### src/logic/range_regs_pkg.sv
package range_regs_pkg;
  localparam int unsigned CLK_PERIOD_NS = 40;
  localparam logic [6:0] ADDR_CONFIG = 7'h02;
  localparam logic [6:0] ADDR_CHANNEL = 7'h03;
  localparam logic [6:0] ADDR_RANGE_A1 = 7'h04;
  localparam logic [6:0] ADDR_RANGE_A2 = 7'h05;
  localparam logic [6:0] ADDR_RANGE_B1 = 7'h06;
  localparam logic [6:0] ADDR_RANGE_B2 = 7'h07;
  localparam int ADDR_MSB = 15;
  localparam int ADDR_LSB = 9;
  localparam int RSVD_BIT = 8;
  localparam int CH_B_LSB = 4;
  localparam int CH_A_LSB = 0;
  localparam logic [8:0] CHANNEL_RESET = 9'h000;
  localparam logic [8:0] RANGE_RESET = 9'h0FF;
  localparam logic [8:0] DATA_MASK = 9'h0FF;
  localparam logic [3:0] CODE_LAST_PAIR = 4'h7;
  localparam logic [3:0] CODE_SUPPLY = 4'h8;
  localparam logic [3:0] CODE_REGULATOR = 4'h9;
  localparam logic [3:0] CODE_RSVD_A = 4'hA;
  localparam logic [3:0] CODE_PATTERN = 4'hB;
  localparam logic [3:0] CODE_RSVD_C = 4'hC;
  localparam logic [15:0] PATTERN_A = 16'hAAAA;
  localparam logic [15:0] PATTERN_B = 16'h5555;

  typedef enum logic [1:0] {
    SRC_INPUT = 2'b00,
    SRC_SUPPLY = 2'b01,
    SRC_REGULATOR = 2'b10,
    SRC_PATTERN = 2'b11
  } source_t;

  typedef enum logic [1:0] {
    RANGE_10V = 2'b00,
    RANGE_2V5 = 2'b01,
    RANGE_5V = 2'b10
  } range_t;

  typedef struct packed {
    source_t source;
    logic [2:0] pair;
    logic valid;
  } chan_sel_t;

  typedef struct packed {
    logic wr;
    logic rd;
    logic [15:0] wdata;
  } bus_req_t;
endpackage

### src/logic/adc_channel_range_regs.sv
// Implementation choice: the plain strobed port.
`timescale 1ns/100ps
module adc_channel_range_regs
  import range_regs_pkg::*;
(
  input wire logic sys_clk,
  input wire logic rst,
  input wire logic [15:0] bus_wdata,
  input wire logic [6:0] bus_addr,
  input wire logic bus_wr,
  input wire logic bus_rd,
  output logic [15:0] bus_rdata,
  input wire logic manual_mode,
  input wire logic conv_start,
  input wire logic [15:0] conv_data_a,
  input wire logic [15:0] conv_data_b,
  output logic [15:0] result_a,
  output logic [15:0] result_b,
  output range_regs_pkg::chan_sel_t active_sel_a,
  output range_regs_pkg::chan_sel_t active_sel_b,
  output range_regs_pkg::range_t range_a [8],
  output range_regs_pkg::range_t range_b [8],
  output logic reserved_code
);
  import range_regs_pkg::*;

  typedef struct packed {
    logic [8:0] channel;
    logic [8:0] ra1;
    logic [8:0] ra2;
    logic [8:0] rb1;
    logic [8:0] rb2;
    logic [15:0] rdata;
    chan_sel_t sel_a;
    chan_sel_t sel_b;
  } state_t;

  state_t st;
  state_t next_st;
  chan_sel_t dec_a;
  chan_sel_t dec_b;
  logic [8:0] wr_data;
  logic [8:0] rd_word;
  logic [6:0] wr_addr;

  ////////////////////////////////////////////////////////////////////////////
  chan_decoder u_dec_a (
    .code(st.channel[CH_A_LSB +: 4]),
    .sel(dec_a)
  );
  chan_decoder u_dec_b (
    .code(st.channel[CH_B_LSB +: 4]),
    .sel(dec_b)
  );

  genvar gi;
  generate
    for (gi = 0; gi < 4; gi++) begin : g_rng
      range_decoder u_ra_lo (.code(st.ra1[2*gi +: 2]), .range(range_a[gi]));
      range_decoder u_ra_hi (.code(st.ra2[2*gi +: 2]), .range(range_a[gi+4]));
      range_decoder u_rb_lo (.code(st.rb1[2*gi +: 2]), .range(range_b[gi]));
      range_decoder u_rb_hi (.code(st.rb2[2*gi +: 2]), .range(range_b[gi+4]));
    end
  endgenerate

  ////////////////////////////////////////////////////////////////////////////
  // the word carries its own address; bus_addr only steers reads
  assign wr_addr = bus_wdata[ADDR_MSB:ADDR_LSB];
  // reserved bit 8 is kept at zero so readback stays at its reset value
  assign wr_data = bus_wdata[8:0] & DATA_MASK;

  always_comb begin
    unique case (bus_addr)
      ADDR_CHANNEL: rd_word = st.channel;
      ADDR_RANGE_A1: rd_word = st.ra1;
      ADDR_RANGE_A2: rd_word = st.ra2;
      ADDR_RANGE_B1: rd_word = st.rb1;
      ADDR_RANGE_B2: rd_word = st.rb2;
      default: rd_word = 9'h000;
    endcase
  end

  always_comb begin
    next_st = st;
    if (bus_wr) begin
      unique case (wr_addr)
        ADDR_CHANNEL: next_st.channel = wr_data;
        ADDR_RANGE_A1: next_st.ra1 = wr_data;
        ADDR_RANGE_A2: next_st.ra2 = wr_data;
        ADDR_RANGE_B1: next_st.rb1 = wr_data;
        ADDR_RANGE_B2: next_st.rb2 = wr_data;
        default: ;
      endcase
    end
    // readback word carries its address in the top bits
    next_st.rdata = bus_rd ? {bus_addr, rd_word} : 16'h0000;
    // selection is latched at a manual-mode conversion start so a write mid-conversion
    // cannot disturb the sample in flight
    if (conv_start && manual_mode) begin
      next_st.sel_a = dec_a;
      next_st.sel_b = dec_b;
    end
  end

  always_ff @(posedge sys_clk or posedge rst) begin
    if (rst) begin
      st.channel <= CHANNEL_RESET;
      st.ra1 <= RANGE_RESET;
      st.ra2 <= RANGE_RESET;
      st.rb1 <= RANGE_RESET;
      st.rb2 <= RANGE_RESET;
      st.rdata <= 16'h0000;
      st.sel_a <= '{source: SRC_INPUT, pair: 3'h0, valid: 1'b1};
      st.sel_b <= '{source: SRC_INPUT, pair: 3'h0, valid: 1'b1};
    end else begin
      st <= next_st;
    end
  end

  ////////////////////////////////////////////////////////////////////////////
  assign bus_rdata = st.rdata;
  assign active_sel_a = st.sel_a;
  assign active_sel_b = st.sel_b;
  assign reserved_code = !dec_a.valid || !dec_b.valid;
  // pattern replaces the converter words so the host can test its port
  assign result_a = (st.sel_a.source == SRC_PATTERN) ? PATTERN_A
                    : conv_data_a;
  assign result_b = (st.sel_b.source == SRC_PATTERN) ? PATTERN_B
                    : conv_data_b;

  ////////////////////////////////////////////////////////////////////////////
  chk_write_channel: assert property (@(posedge sys_clk) disable iff (rst)
    bus_wr && bus_wdata[15:9] == ADDR_CHANNEL |=>
      st.channel == $past(bus_wdata[8:0] & DATA_MASK))
    else $error("channel write not stored");
  chk_write_range: assert property (@(posedge sys_clk) disable iff (rst)
    bus_wr && bus_wdata[15:9] == ADDR_RANGE_A1 |=>
      st.ra1 == $past(bus_wdata[8:0] & DATA_MASK))
    else $error("range A1 write not stored");
  chk_reserved_bit: assert property (@(posedge sys_clk) disable iff (rst)
    !st.channel[RSVD_BIT] && !st.ra1[RSVD_BIT])
    else $error("reserved bit set");
  chk_pattern_out: assert property (@(posedge sys_clk) disable iff (rst)
    conv_start && manual_mode && st.channel[3:0] == CODE_PATTERN |=>
      result_a == PATTERN_A)
    else $error("pattern A missing");
  chk_pattern_b: assert property (@(posedge sys_clk) disable iff (rst)
    conv_start && manual_mode && st.channel[7:4] == CODE_PATTERN |=>
      result_b == PATTERN_B)
    else $error("pattern B missing");
  chk_pair_select: assert property (@(posedge sys_clk) disable iff (rst)
    conv_start && manual_mode && st.channel[7:4] <= CODE_LAST_PAIR |=>
      st.sel_b.source == SRC_INPUT && st.sel_b.pair == $past(st.channel[6:4]))
    else $error("B pair wrong");
  chk_same_table: assert property (@(posedge sys_clk) disable iff (rst)
    st.channel[3:0] == st.channel[7:4] |-> dec_a == dec_b)
    else $error("A and B decode differ");
  chk_hold_sel: assert property (@(posedge sys_clk) disable iff (rst)
    !(conv_start && manual_mode) |=> $stable(st.sel_a))
    else $error("selection moved without start");
  chk_range_map: assert property (@(posedge sys_clk) disable iff (rst)
    st.ra1[7:6] == 2'b01 |-> range_a[3] == RANGE_2V5)
    else $error("range field map wrong");
  chk_range_ten: assert property (@(posedge sys_clk) disable iff (rst)
    st.ra1[1:0] == 2'b11 |-> range_a[0] == RANGE_10V)
    else $error("code 11 not 10 V");
  chk_read_data: assert property (@(posedge sys_clk) disable iff (rst)
    bus_rd && bus_addr == ADDR_RANGE_A1 && !bus_wr |=>
      bus_rdata[8:0] == $past(st.ra1))
    else $error("readback wrong");
  chk_reserved_flag: assert property (@(posedge sys_clk) disable iff (rst)
    st.channel[3:0] == CODE_RSVD_A |-> reserved_code && !dec_a.valid)
    else $error("reserved A code not flagged");
  chk_pattern_hold: assert property (@(posedge sys_clk) disable iff (rst)
    st.sel_a.source != SRC_PATTERN |-> result_a == conv_data_a)
    else $error("result A replaced without pattern");

  cov_pattern: cover property (@(posedge sys_clk) disable iff (rst)
    conv_start && manual_mode && st.channel[3:0] == CODE_PATTERN);
  cov_supply: cover property (@(posedge sys_clk) disable iff (rst)
    conv_start && manual_mode && st.channel[7:4] == CODE_SUPPLY);
  cov_range_write: cover property (@(posedge sys_clk) disable iff (rst)
    bus_wr && bus_wdata[15:9] == ADDR_RANGE_A1);
  cov_read_back: cover property (@(posedge sys_clk) disable iff (rst)
    bus_rd && bus_addr == ADDR_CHANNEL);
endmodule

### src/logic/chan_decoder.sv
`timescale 1ns/100ps
module chan_decoder
  import range_regs_pkg::*;
(
  input wire logic [3:0] code,
  output range_regs_pkg::chan_sel_t sel
);
  always_comb begin
    sel = '{source: SRC_INPUT, pair: code[2:0], valid: 1'b1};
    if (code > CODE_LAST_PAIR) begin
      unique case (code)
        CODE_SUPPLY: sel.source = SRC_SUPPLY;
        CODE_REGULATOR: sel.source = SRC_REGULATOR;
        CODE_PATTERN: sel.source = SRC_PATTERN;
        default: sel.valid = 1'b0;
      endcase
    end
  end
endmodule

### src/logic/range_decoder.sv
`timescale 1ns/100ps
module range_decoder
  import range_regs_pkg::*;
(
  input wire logic [1:0] code,
  output range_regs_pkg::range_t range
);
  // code 11 duplicates the 10 V range
  always_comb begin
    unique case (code)
      2'b01: range = RANGE_2V5;
      2'b10: range = RANGE_5V;
      default: range = RANGE_10V;
    endcase
  end
endmodule

### config.mk
export PLATFORM = sky130hd
export DESIGN_NAME = adc_channel_range_regs
export DESIGN_NICKNAME = d
export VERILOG_FILES = /design/src/logic/range_regs_pkg.sv /design/src/logic/adc_channel_range_regs.sv /design/src/logic/chan_decoder.sv /design/src/logic/range_decoder.sv
export SDC_FILE = /design/constraint.sdc
export NUM_CORES = 1
export LEC_CHECK = 0
export BUFFER_PORTS_ARGS = -buffer_cell sky130_fd_sc_hd__buf_2
export CAP_MARGIN = 10
export CORE_MARGIN = 5
export CORE_UTILIZATION = 52
export CTS_BUF_LIST = sky130_fd_sc_hd__clkbuf_4 sky130_fd_sc_hd__clkbuf_8 sky130_fd_sc_hd__clkbuf_16
export DETAILED_ROUTE_END_ITERATION = 6
export PLACE_DENSITY = 0.95
export RECOVER_POWER = 25
export SYNTH_ARGS = -nofsm -noshare
export SYNTH_HDL_FRONTEND = slang
export SYNTH_SLANG_ARGS = --single-unit
### constraint.sdc
create_clock -name sys_clk -period 6.4 [get_ports sys_clk]
set_clock_uncertainty 0.1 [all_clocks]
set_input_delay 1.6 -clock sys_clk [delete_from_list [all_inputs] [get_ports sys_clk]]
set_output_delay 1.6 -clock sys_clk [all_outputs]
set_load 0.01 [all_outputs]
# ---- After elaboration in Yosys (flattened, before gate mapping)
# Index checks and enable logic that the tools add are counted.
dict set report classes {
  addsub 0
  n_mux 28
  order_cmp 2
  n_mul 0
  eq_ne 50
  reduce_logical 11
  bitwise_logic 0
  div_mod_pow 0
  shift 0
}
# cell n
set op_table {}
lappend op_table {{$pmux W2 S2} 16}
lappend op_table {{$eq A7 B3 Y1 const B} 8}
lappend op_table {{$mux W16} 3}
lappend op_table {{$pmux W8 S5} 1}
lappend op_table {{$eq A2 B2 Y1 const B} 18}
lappend op_table {{$eq A2 B1 Y1 const B} 16}
lappend op_table {{$eq A4 B4 Y1 const B} 6}
lappend op_table {{$eq A7 B2 Y1 const B} 2}
lappend op_table {{$pmux W2 S3} 2}
lappend op_table {{$reduce_and A2 Y1} 5}
lappend op_table {{$gt A4 B3 Y1 const B} 2}
lappend op_table {{$reduce_or A3 Y1} 2}
lappend op_table {{$mux W1} 4}
lappend op_table {{$mux W2} 2}
lappend op_table {{$logic_not A1 Y1} 2}
lappend op_table {{$logic_and A1 B1 Y1} 1}
lappend op_table {{$logic_or A1 B1 Y1} 1}
dict set report word_totals {
  elab_cells 103
  mem_bits_rw 0
  inputBits 61
  out_inout_bits 93
  ff_bits 68
  rom_bits 0
  latchBits 0
  n_memories 0
}

# ---- Longest topological paths before layout
# Gate-level depths: netlist of the first run.
dict set report depth {
  ltp_word 6
  depth_mapped 6
  ltp_nobuf 4
}

# ---- Cells and area by module
# A second synthesis of the first run with hierarchy kept.
dict set report hier_totals {
  cells_unflattened 302
  hier_area_um2 3684.8
}
# module area_per_inst_um2 seq_area_each_um2 cells_per_inst instances
set modules_own_cells {}
lappend modules_own_cells {adc_channel_range_regs 3316.9 1719.1 254 1}
lappend modules_own_cells {range_decoder 15.0 0.0 2 16}
lappend modules_own_cells {chan_decoder 63.8 0.0 8 2}

# ---- Worst setup path before layout of the first run
# OpenSTA, ideal clock, no wires.
dict set report synth_timing {
  kind {input to output}
  from {input port conv_data_a[11]}
  to {output port result_a[11]}
  stages 1
  n_path_buf 0
  arrival_time_ns 1.759
  setup_slack_ns 2.941
  required_ns 4.700
  cell_sequence {nand2b_1}
}
dict set report synth_between {
  elab_chain_cells 1
}
# item line
set synth_rtl {}
lappend synth_rtl {{start, declared} adc_channel_range_regs.sv:15} ;# input wire logic [15:0] conv_data_a,
lappend synth_rtl {{$mux W16} adc_channel_range_regs.sv:126} ;# assign result_a = (st.sel_a.source == SRC_PATTERN) ? PATTERN_A
lappend synth_rtl {{end, declared} adc_channel_range_regs.sv:17} ;# output logic [15:0] result_a,
# No other way between the ends.

# ---- Worst setup path in the final report of the first run
dict set report layout_timing {
  from {input port conv_data_b[0]}
  to {output port result_b[0]}
}
dict set report layout_between {
  elab_chain_cells 1
}
# item line
set layout_rtl {}
lappend layout_rtl {{start, declared} adc_channel_range_regs.sv:16} ;# input wire logic [15:0] conv_data_b,
lappend layout_rtl {{$mux W16} adc_channel_range_regs.sv:128} ;# assign result_b = (st.sel_b.source == SRC_PATTERN) ? PATTERN_B
lappend layout_rtl {{end, declared} adc_channel_range_regs.sv:18} ;# output logic [15:0] result_b,
# No other way between the ends.

==> results.json, run 1 <==
{
  "yosysSeqAreaShare": 0.4738,
  "drive_gt1_frac": 0.5995,
  "cts_hold_buf": 0,
  "critPathRequiredTime_ns": 4.70,
  "mostFrequentLayoutCell": "buf_2",
  "fin_util": 0.6573,
  "finalNetCount": 498,
  "grt_max_degree": 68,
  "dp_hpwl_mm": 6.883,
  "wl_mm": 9.057,
  "start_util": 0.5341,
  "post_cts_buffers": 0,
  "setup_viol": 0,
  "max_stage_delay_ns": 0.17,
  "cts_num_sinks": 67,
  "cp_common_cell": "buf_2",
  "final_cell_mix": "buf_2 (147), mux2_2 (60), nor2b_1 (35)",
  "antenna_found_initial": 0,
  "grt_pass1_wl_mm": 13.72,
  "path_cells": "buf_2, nand2b_1, buf_2",
  "finalHoldViolations": 0,
  "power_uw": 1049,
  "status": "complete, no violations",
  "worst_path_max_delay_cell": "buf_2",
  "coreArea_sq_um": 6794,
  "clk_pin_slew_ns": 0.07,
  "route.detailed.drc": 0,
  "grt_setup_unrepaired": "false",
  "grt_usage": 0.2028,
  "vdd_drop_max_v": 0.0001329,
  "num_rows": 30,
  "tritoncts": "yes",
  "cts-root-buf": "clkbuf_8",
  "fp.dieW_um": 93.54,
  "ys_types": 27,
  "syn_area_per_cell_sq_um": 11.59,
  "drt_iter0_markers": 68,
  "maxSlewHeadroom": 0.3000,
  "setup_ws_ns": 2.698,
  "ctsResizeCount": 0,
  "die-height_um": 93.54,
  "synth_warnings": 0,
  "worstHoldPathType": "reg -> reg",
  "via_per_inst": 5.061,
  "path_max_fanout": 1,
  "setup_tns_ns": 0,
  "ant_nets": 0,
  "critPathKind": "in -> out",
  "vias": 2723,
  "syn_inst": 313,
  "cp.arrival_ns": 2.00,
  "post_drt_wl_per_cell_um": 16.83,
  "layout_min_cycle_time_ns": 3.702,
  "synth_seq_cells": 67,
  "cp-start-kind": "primary input",
  "port_buffers": 151,
  "cts_max_level": 3,
  "synth_top_area_frac": 0.2462,
  "synth_largest_area_cell": "dfstp_2",
  "clock_latency_ns": 0.33,
  "io_pins": 154,
  "clk_path_buf_depth": 2,
  "grt.overflow.total": 0,
  "endpoint_kind": "output pin",
  "die_area_sq_um": 8749,
  "synth_area_leaders": "dfstp_2 (25%), dfrtp_1 (23%), mux2_2 (19%)",
  "grt_pass1_vias": 2645,
  "antenna_cells": 0,
  "numCtsBuffers": 9,
  "fmax_ghz": 0.2701,
  "period_share": 0.5785,
  "drv_cap": 0,
  "synth_area_sq_um": 3628,
  "syn-num-nets": 374,
  "worstMarginPinSlew_ns": 1.050,
  "area_growth_pct": 23.07,
  "power_density_nw_per_um2": 234.9,
  "leakagePower_uw": 0.002298,
  "post-place-ws_ns": 2.695,
  "gp_congestion": 0.7774,
  "first_pass_iters": 4,
  "drv_slew": 0
}
## stage by stage
step / hold WS (ns) / cell area (sq um) / std cells
after CTS: 0.4072 / 4471 / 538
after floorplan: 0.3724 / 3628 / 313
after global routing: 0.4241 / 4466 / 538
after global placement: 0.3837 / 4244 / 522
after detailed placement: 0.3916 / 4244 / 522
final: 0.4039 / 4466 / 538
## state kept, by name, indices dropped and copies added (netlist names)
| name | cells |
|---|---|
| st | 40 |
| bus_rdata | 15 |
| active_sel_a | 6 |
| active_sel_b | 6 |
## synth_stat cells
master    instances
mux2_2           60
nor2b_1          35
dfstp_2          34
dfrtp_1          33
buf_4            30
and2_1           24
nand2_1          22
nand2b_1         16
nand3b_1          8
a21oi_1           7
clkbuf_1          7
o21ai_0           7
a311oi_1          6
nor2_1            4
nand4b_4          3
nor4_1            3
a21boi_0          2
mux2_4            2
xnor2_1           2
a221oi_1          1
a22o_1            1
buf_2             1
buf_6             1
conb_1            1
inv_1             1
nand3_4           1
nand4_4           1
## where the power goes
part / leakage (uW) / internal (uW) / switching (uW)
Sequential: 0.000800 / 466 / 26.6
Combinational: 0.00139 / 84.9 / 82.0
Clock: 0.000108 / 230 / 160
## worst max-delay path: cells and delay by family
family                 cells  cell delay, ns
buffers and inverters      2            0.26
and+or+nand+nor            1            0.14
## worst paths after layout
| check | start | to | slack [ns] | depth (start not counted) |
|---|---|---|---|---|
| worst max-delay path | conv_data_b[0] | result_b[0] | 2.70 | 3 |
| worst min-delay path | active_sel_a[2]$_DFFE_PP0P_ | active_sel_a[2]$_DFFE_PP0P_ | 0.40 | 1 |
| worst max register to register | st[53]$_DFFE_PP1P_ | bus_rdata[7]$_DFF_PP0_ | 4.90 | 4 |
| worst min register to register | active_sel_a[2]$_DFFE_PP0P_ | active_sel_a[2]$_DFFE_PP0P_ | 0.40 | 1 |
| max in group asynchronous | rst | st[70]$_DFFE_PP0P_ | 4.25 | 3 |
| min in group asynchronous | rst | bus_rdata[15]$_DFF_PP0_ | 1.40 | 3 |
## layer usage
layer	track usage	part of all wire
met1	0.2405	0.40
met5	0	0
met4	0.05054	0.0064
met2	0.3687	0.51
met3	0.04747	0.080
## logic make-up after synthesis
family / share of synthesized area
AND/OR/NAND/NOR: 0.2083
flip-flops: 0.4738
multiplexers: 0.1945
buffers and inverters: 0.07483
AO/OA/AOI/OAI: 0.04276
XOR/XNOR: 0.004828
other: 0.001033
## final cells by class
type | instances | area [sq um]
clock buffers | 10 | 137.6
clock inverters | 6 | 88.84
fillers | 514 | 2328
inverters | 1 | 3.754
multi-input cells | 206 | 1638
flip-flops and latches | 67 | 1719
well taps | 96 | 120.1
repair buffers | 152 | 758.2
Note: power is estimated with default switching activity, not from simulation.
==> inputs of run 2 (changes only) <==
CORE_UTILIZATION = 43   (was 52)
PLACE_DENSITY = 0.87   (was 0.95)
clock period = 3 ns   (was 6.4 ns; I/O delays follow)
==> run 2 against run 1 <==
Net effect: first-iteration DRC count grew 18%; largest power group unchanged; critical path type is now reg -> out; the run now ends with max-capacitance violations, max-slew violations left; non-clock buffer count up 1; cell area is 0.22% higher.
==> results.json, run 2 (synthesis gave the netlist of run 1 again) <==
{
  "status": "finished, violations left",
  "violations": "max-capacitance violations, max-slew violations",
  "tritoncts": "yes",
  "post_cts_buffers": 0,
  "dp.cells": 532,
  "cts_num_sinks": 67,
  "critPathBufInv": 1,
  "crit_start": "st[65]$_DFFE_PP0P_",
  "drive_gt1_frac": 0.6050,
  "path_max_fanout": 5,
  "power_uw": 2214,
  "min_from": "active_sel_a[4]$_DFFE_PP0P_",
  "max_stage_delay_ns": 0.44,
  "route.detailed.drc": 0,
  "finalHoldViolations": 0,
  "first_pass_iters": 4,
  "grt_pass1_vias": 2749,
  "critPathRequiredTime_ns": 2.15,
  "endpoint_kind": "output pin",
  "drt_iter0_markers": 80,
  "cts-root-buf": "clkbuf_8",
  "cp.arrival_ns": 1.40,
  "dp_hpwl_mm": 6.669,
  "worstMarginPinSlew_ns": 1.645,
  "gp_congestion": 0.7682,
  "layout.cells.non_filler": 548,
  "ctsResizeCount": 0,
  "vias": 2704,
  "antenna_found_initial": 0,
  "grt_usage": 0.1660,
  "antenna_cells": 0,
  "vdd_drop_max_v": 0.0002515,
  "final_cell_mix": "buf_2 (150), mux2_2 (60), nor2b_1 (35)",
  "grt.overflow.total": 0,
  "clock_latency_ns": 0.33,
  "fin_util": 0.5447,
  "period_share": 0.7506,
  "power_density_nw_per_um2": 494.6,
  "coreArea_sq_um": 8217,
  "ant_nets": 0,
  "fp.dieW_um": 101.9,
  "cts_max_level": 3,
  "timing.rr.start": "st[53]$_DFFE_PP1P_",
  "largest_register": "st",
  "largest_reg_flops": 40,
  "fmax_ghz": 0.4441,
  "grt_setup_unrepaired": "false",
  "port_buffers": 151,
  "grt_max_degree": 68,
  "numCtsBuffers": 9,
  "clk_path_buf_depth": 2,
  "setup_viol": 0,
  "cts_hold_buf": 0,
  "post_drt_wl_per_cell_um": 15.79,
  "layout_min_cycle_time_ns": 2.252,
  "r2r_setup_slack_ns": 1.58,
  "die_area_sq_um": 10380,
  "finalNetCount": 499,
  "cp-start-kind": "flop",
  "worst_path_dominant_cell_family": "flip-flops",
  "io_pins": 154,
  "via_per_inst": 4.934,
  "drv_slew": 68,
  "clk_pin_slew_ns": 0.07,
  "setup_tns_ns": 0,
  "maxSlewHeadroom": -0.09681,
  "worst_path_max_delay_cell": "dfrtp_1",
  "fillers": 713,
  "start_util": 0.4416,
  "grt_pass1_wl_mm": 13.55,
  "num_rows": 33,
  "wl_mm": 8.653,
  "worstHoldPathType": "reg -> reg",
  "drv_cap": 1,
  "area_growth_pct": 23.34,
  "critPathKind": "reg -> out",
  "path_cells": "nor2b_1, o21ai_0, nand2_1, buf_2",
  "die-height_um": 101.9,
  "mostFrequentLayoutCell": "buf_2",
  "leakagePower_uw": 0.002305
}
-- run 2: cell types whose count changed in the layout (fill, tap and decap cells not counted) --
cell,previous run,this run
clkbuf_1,4,1
clkbuf_8,10,9
buf_2,147,150
clkinv_1,0,1
clkbuf_2,0,1
-- run 2: metrics by stage --
| step | hold WS, ns | cell area, sq um | worst slack (ns) |
|---|---|---|---|
| CTS | 0.3744 | 4492 | 0.6927 |
| floorplan | 0.3724 | 3628 | 0.5231 |
| global placement | 0.3870 | 4275 | 0.6127 |
| global route | 0.4318 | 4476 | 0.5900 |
| detailed placement | 0.3921 | 4275 | 0.6029 |
| finish | 0.4066 | 4476 | 0.7483 |
-- run 2: worst min-delay path, stage by stage, from the launching register on --
cell     delay [ns]
dfrtp_1        0.36
nand2_1        0.05
o21ai_0        0.06
-- run 2: report_power, final --
part | total (uW) | switching [uW] | internal (uW)
Clock | 806 | 341 | 465
Sequential | 1050 | 59.1 | 994
Combinational | 354 | 173 | 182
-- run 2: final timing paths --
check | end | cells after the start
max | reserved_code | 4
min | active_sel_a[4]$_DFFE_PP0P_ | 2
max reg2reg | bus_rdata[7]$_DFF_PP0_ | 4
min reg2reg | active_sel_a[4]$_DFFE_PP0P_ | 2
max in group asynchronous | bus_rdata[2]$_DFF_PP0_ | 3
min in group asynchronous | bus_rdata[15]$_DFF_PP0_ | 3
-- run 2: layout make-up --
cell class | instances | area [sq um] | share of cell area
Sequential cell | 67 | 1719 | 0.3841
Multi-Input combinational cell | 206 | 1638 | 0.3659
Clock inverter | 7 | 92.59 | 0.02069
Inverter | 1 | 3.754 | 0.0008387
Timing Repair Buffer | 153 | 767.0 | 0.1714
Clock buffer | 9 | 123.9 | 0.02768
Tap cell | 105 | 131.4 | 0.02935
-- run 2: layer usage --
metal | part of all wire | global-route usage | up-vias
li1 | - | - | 1288
met1 | 0.40 | 0.1983 | 1299
met2 | 0.49 | 0.2897 | 111
met3 | 0.099 | 0.05119 | 6
met4 | 0.0082 | 0.04743 | 0
met5 | 0 | 0 | -
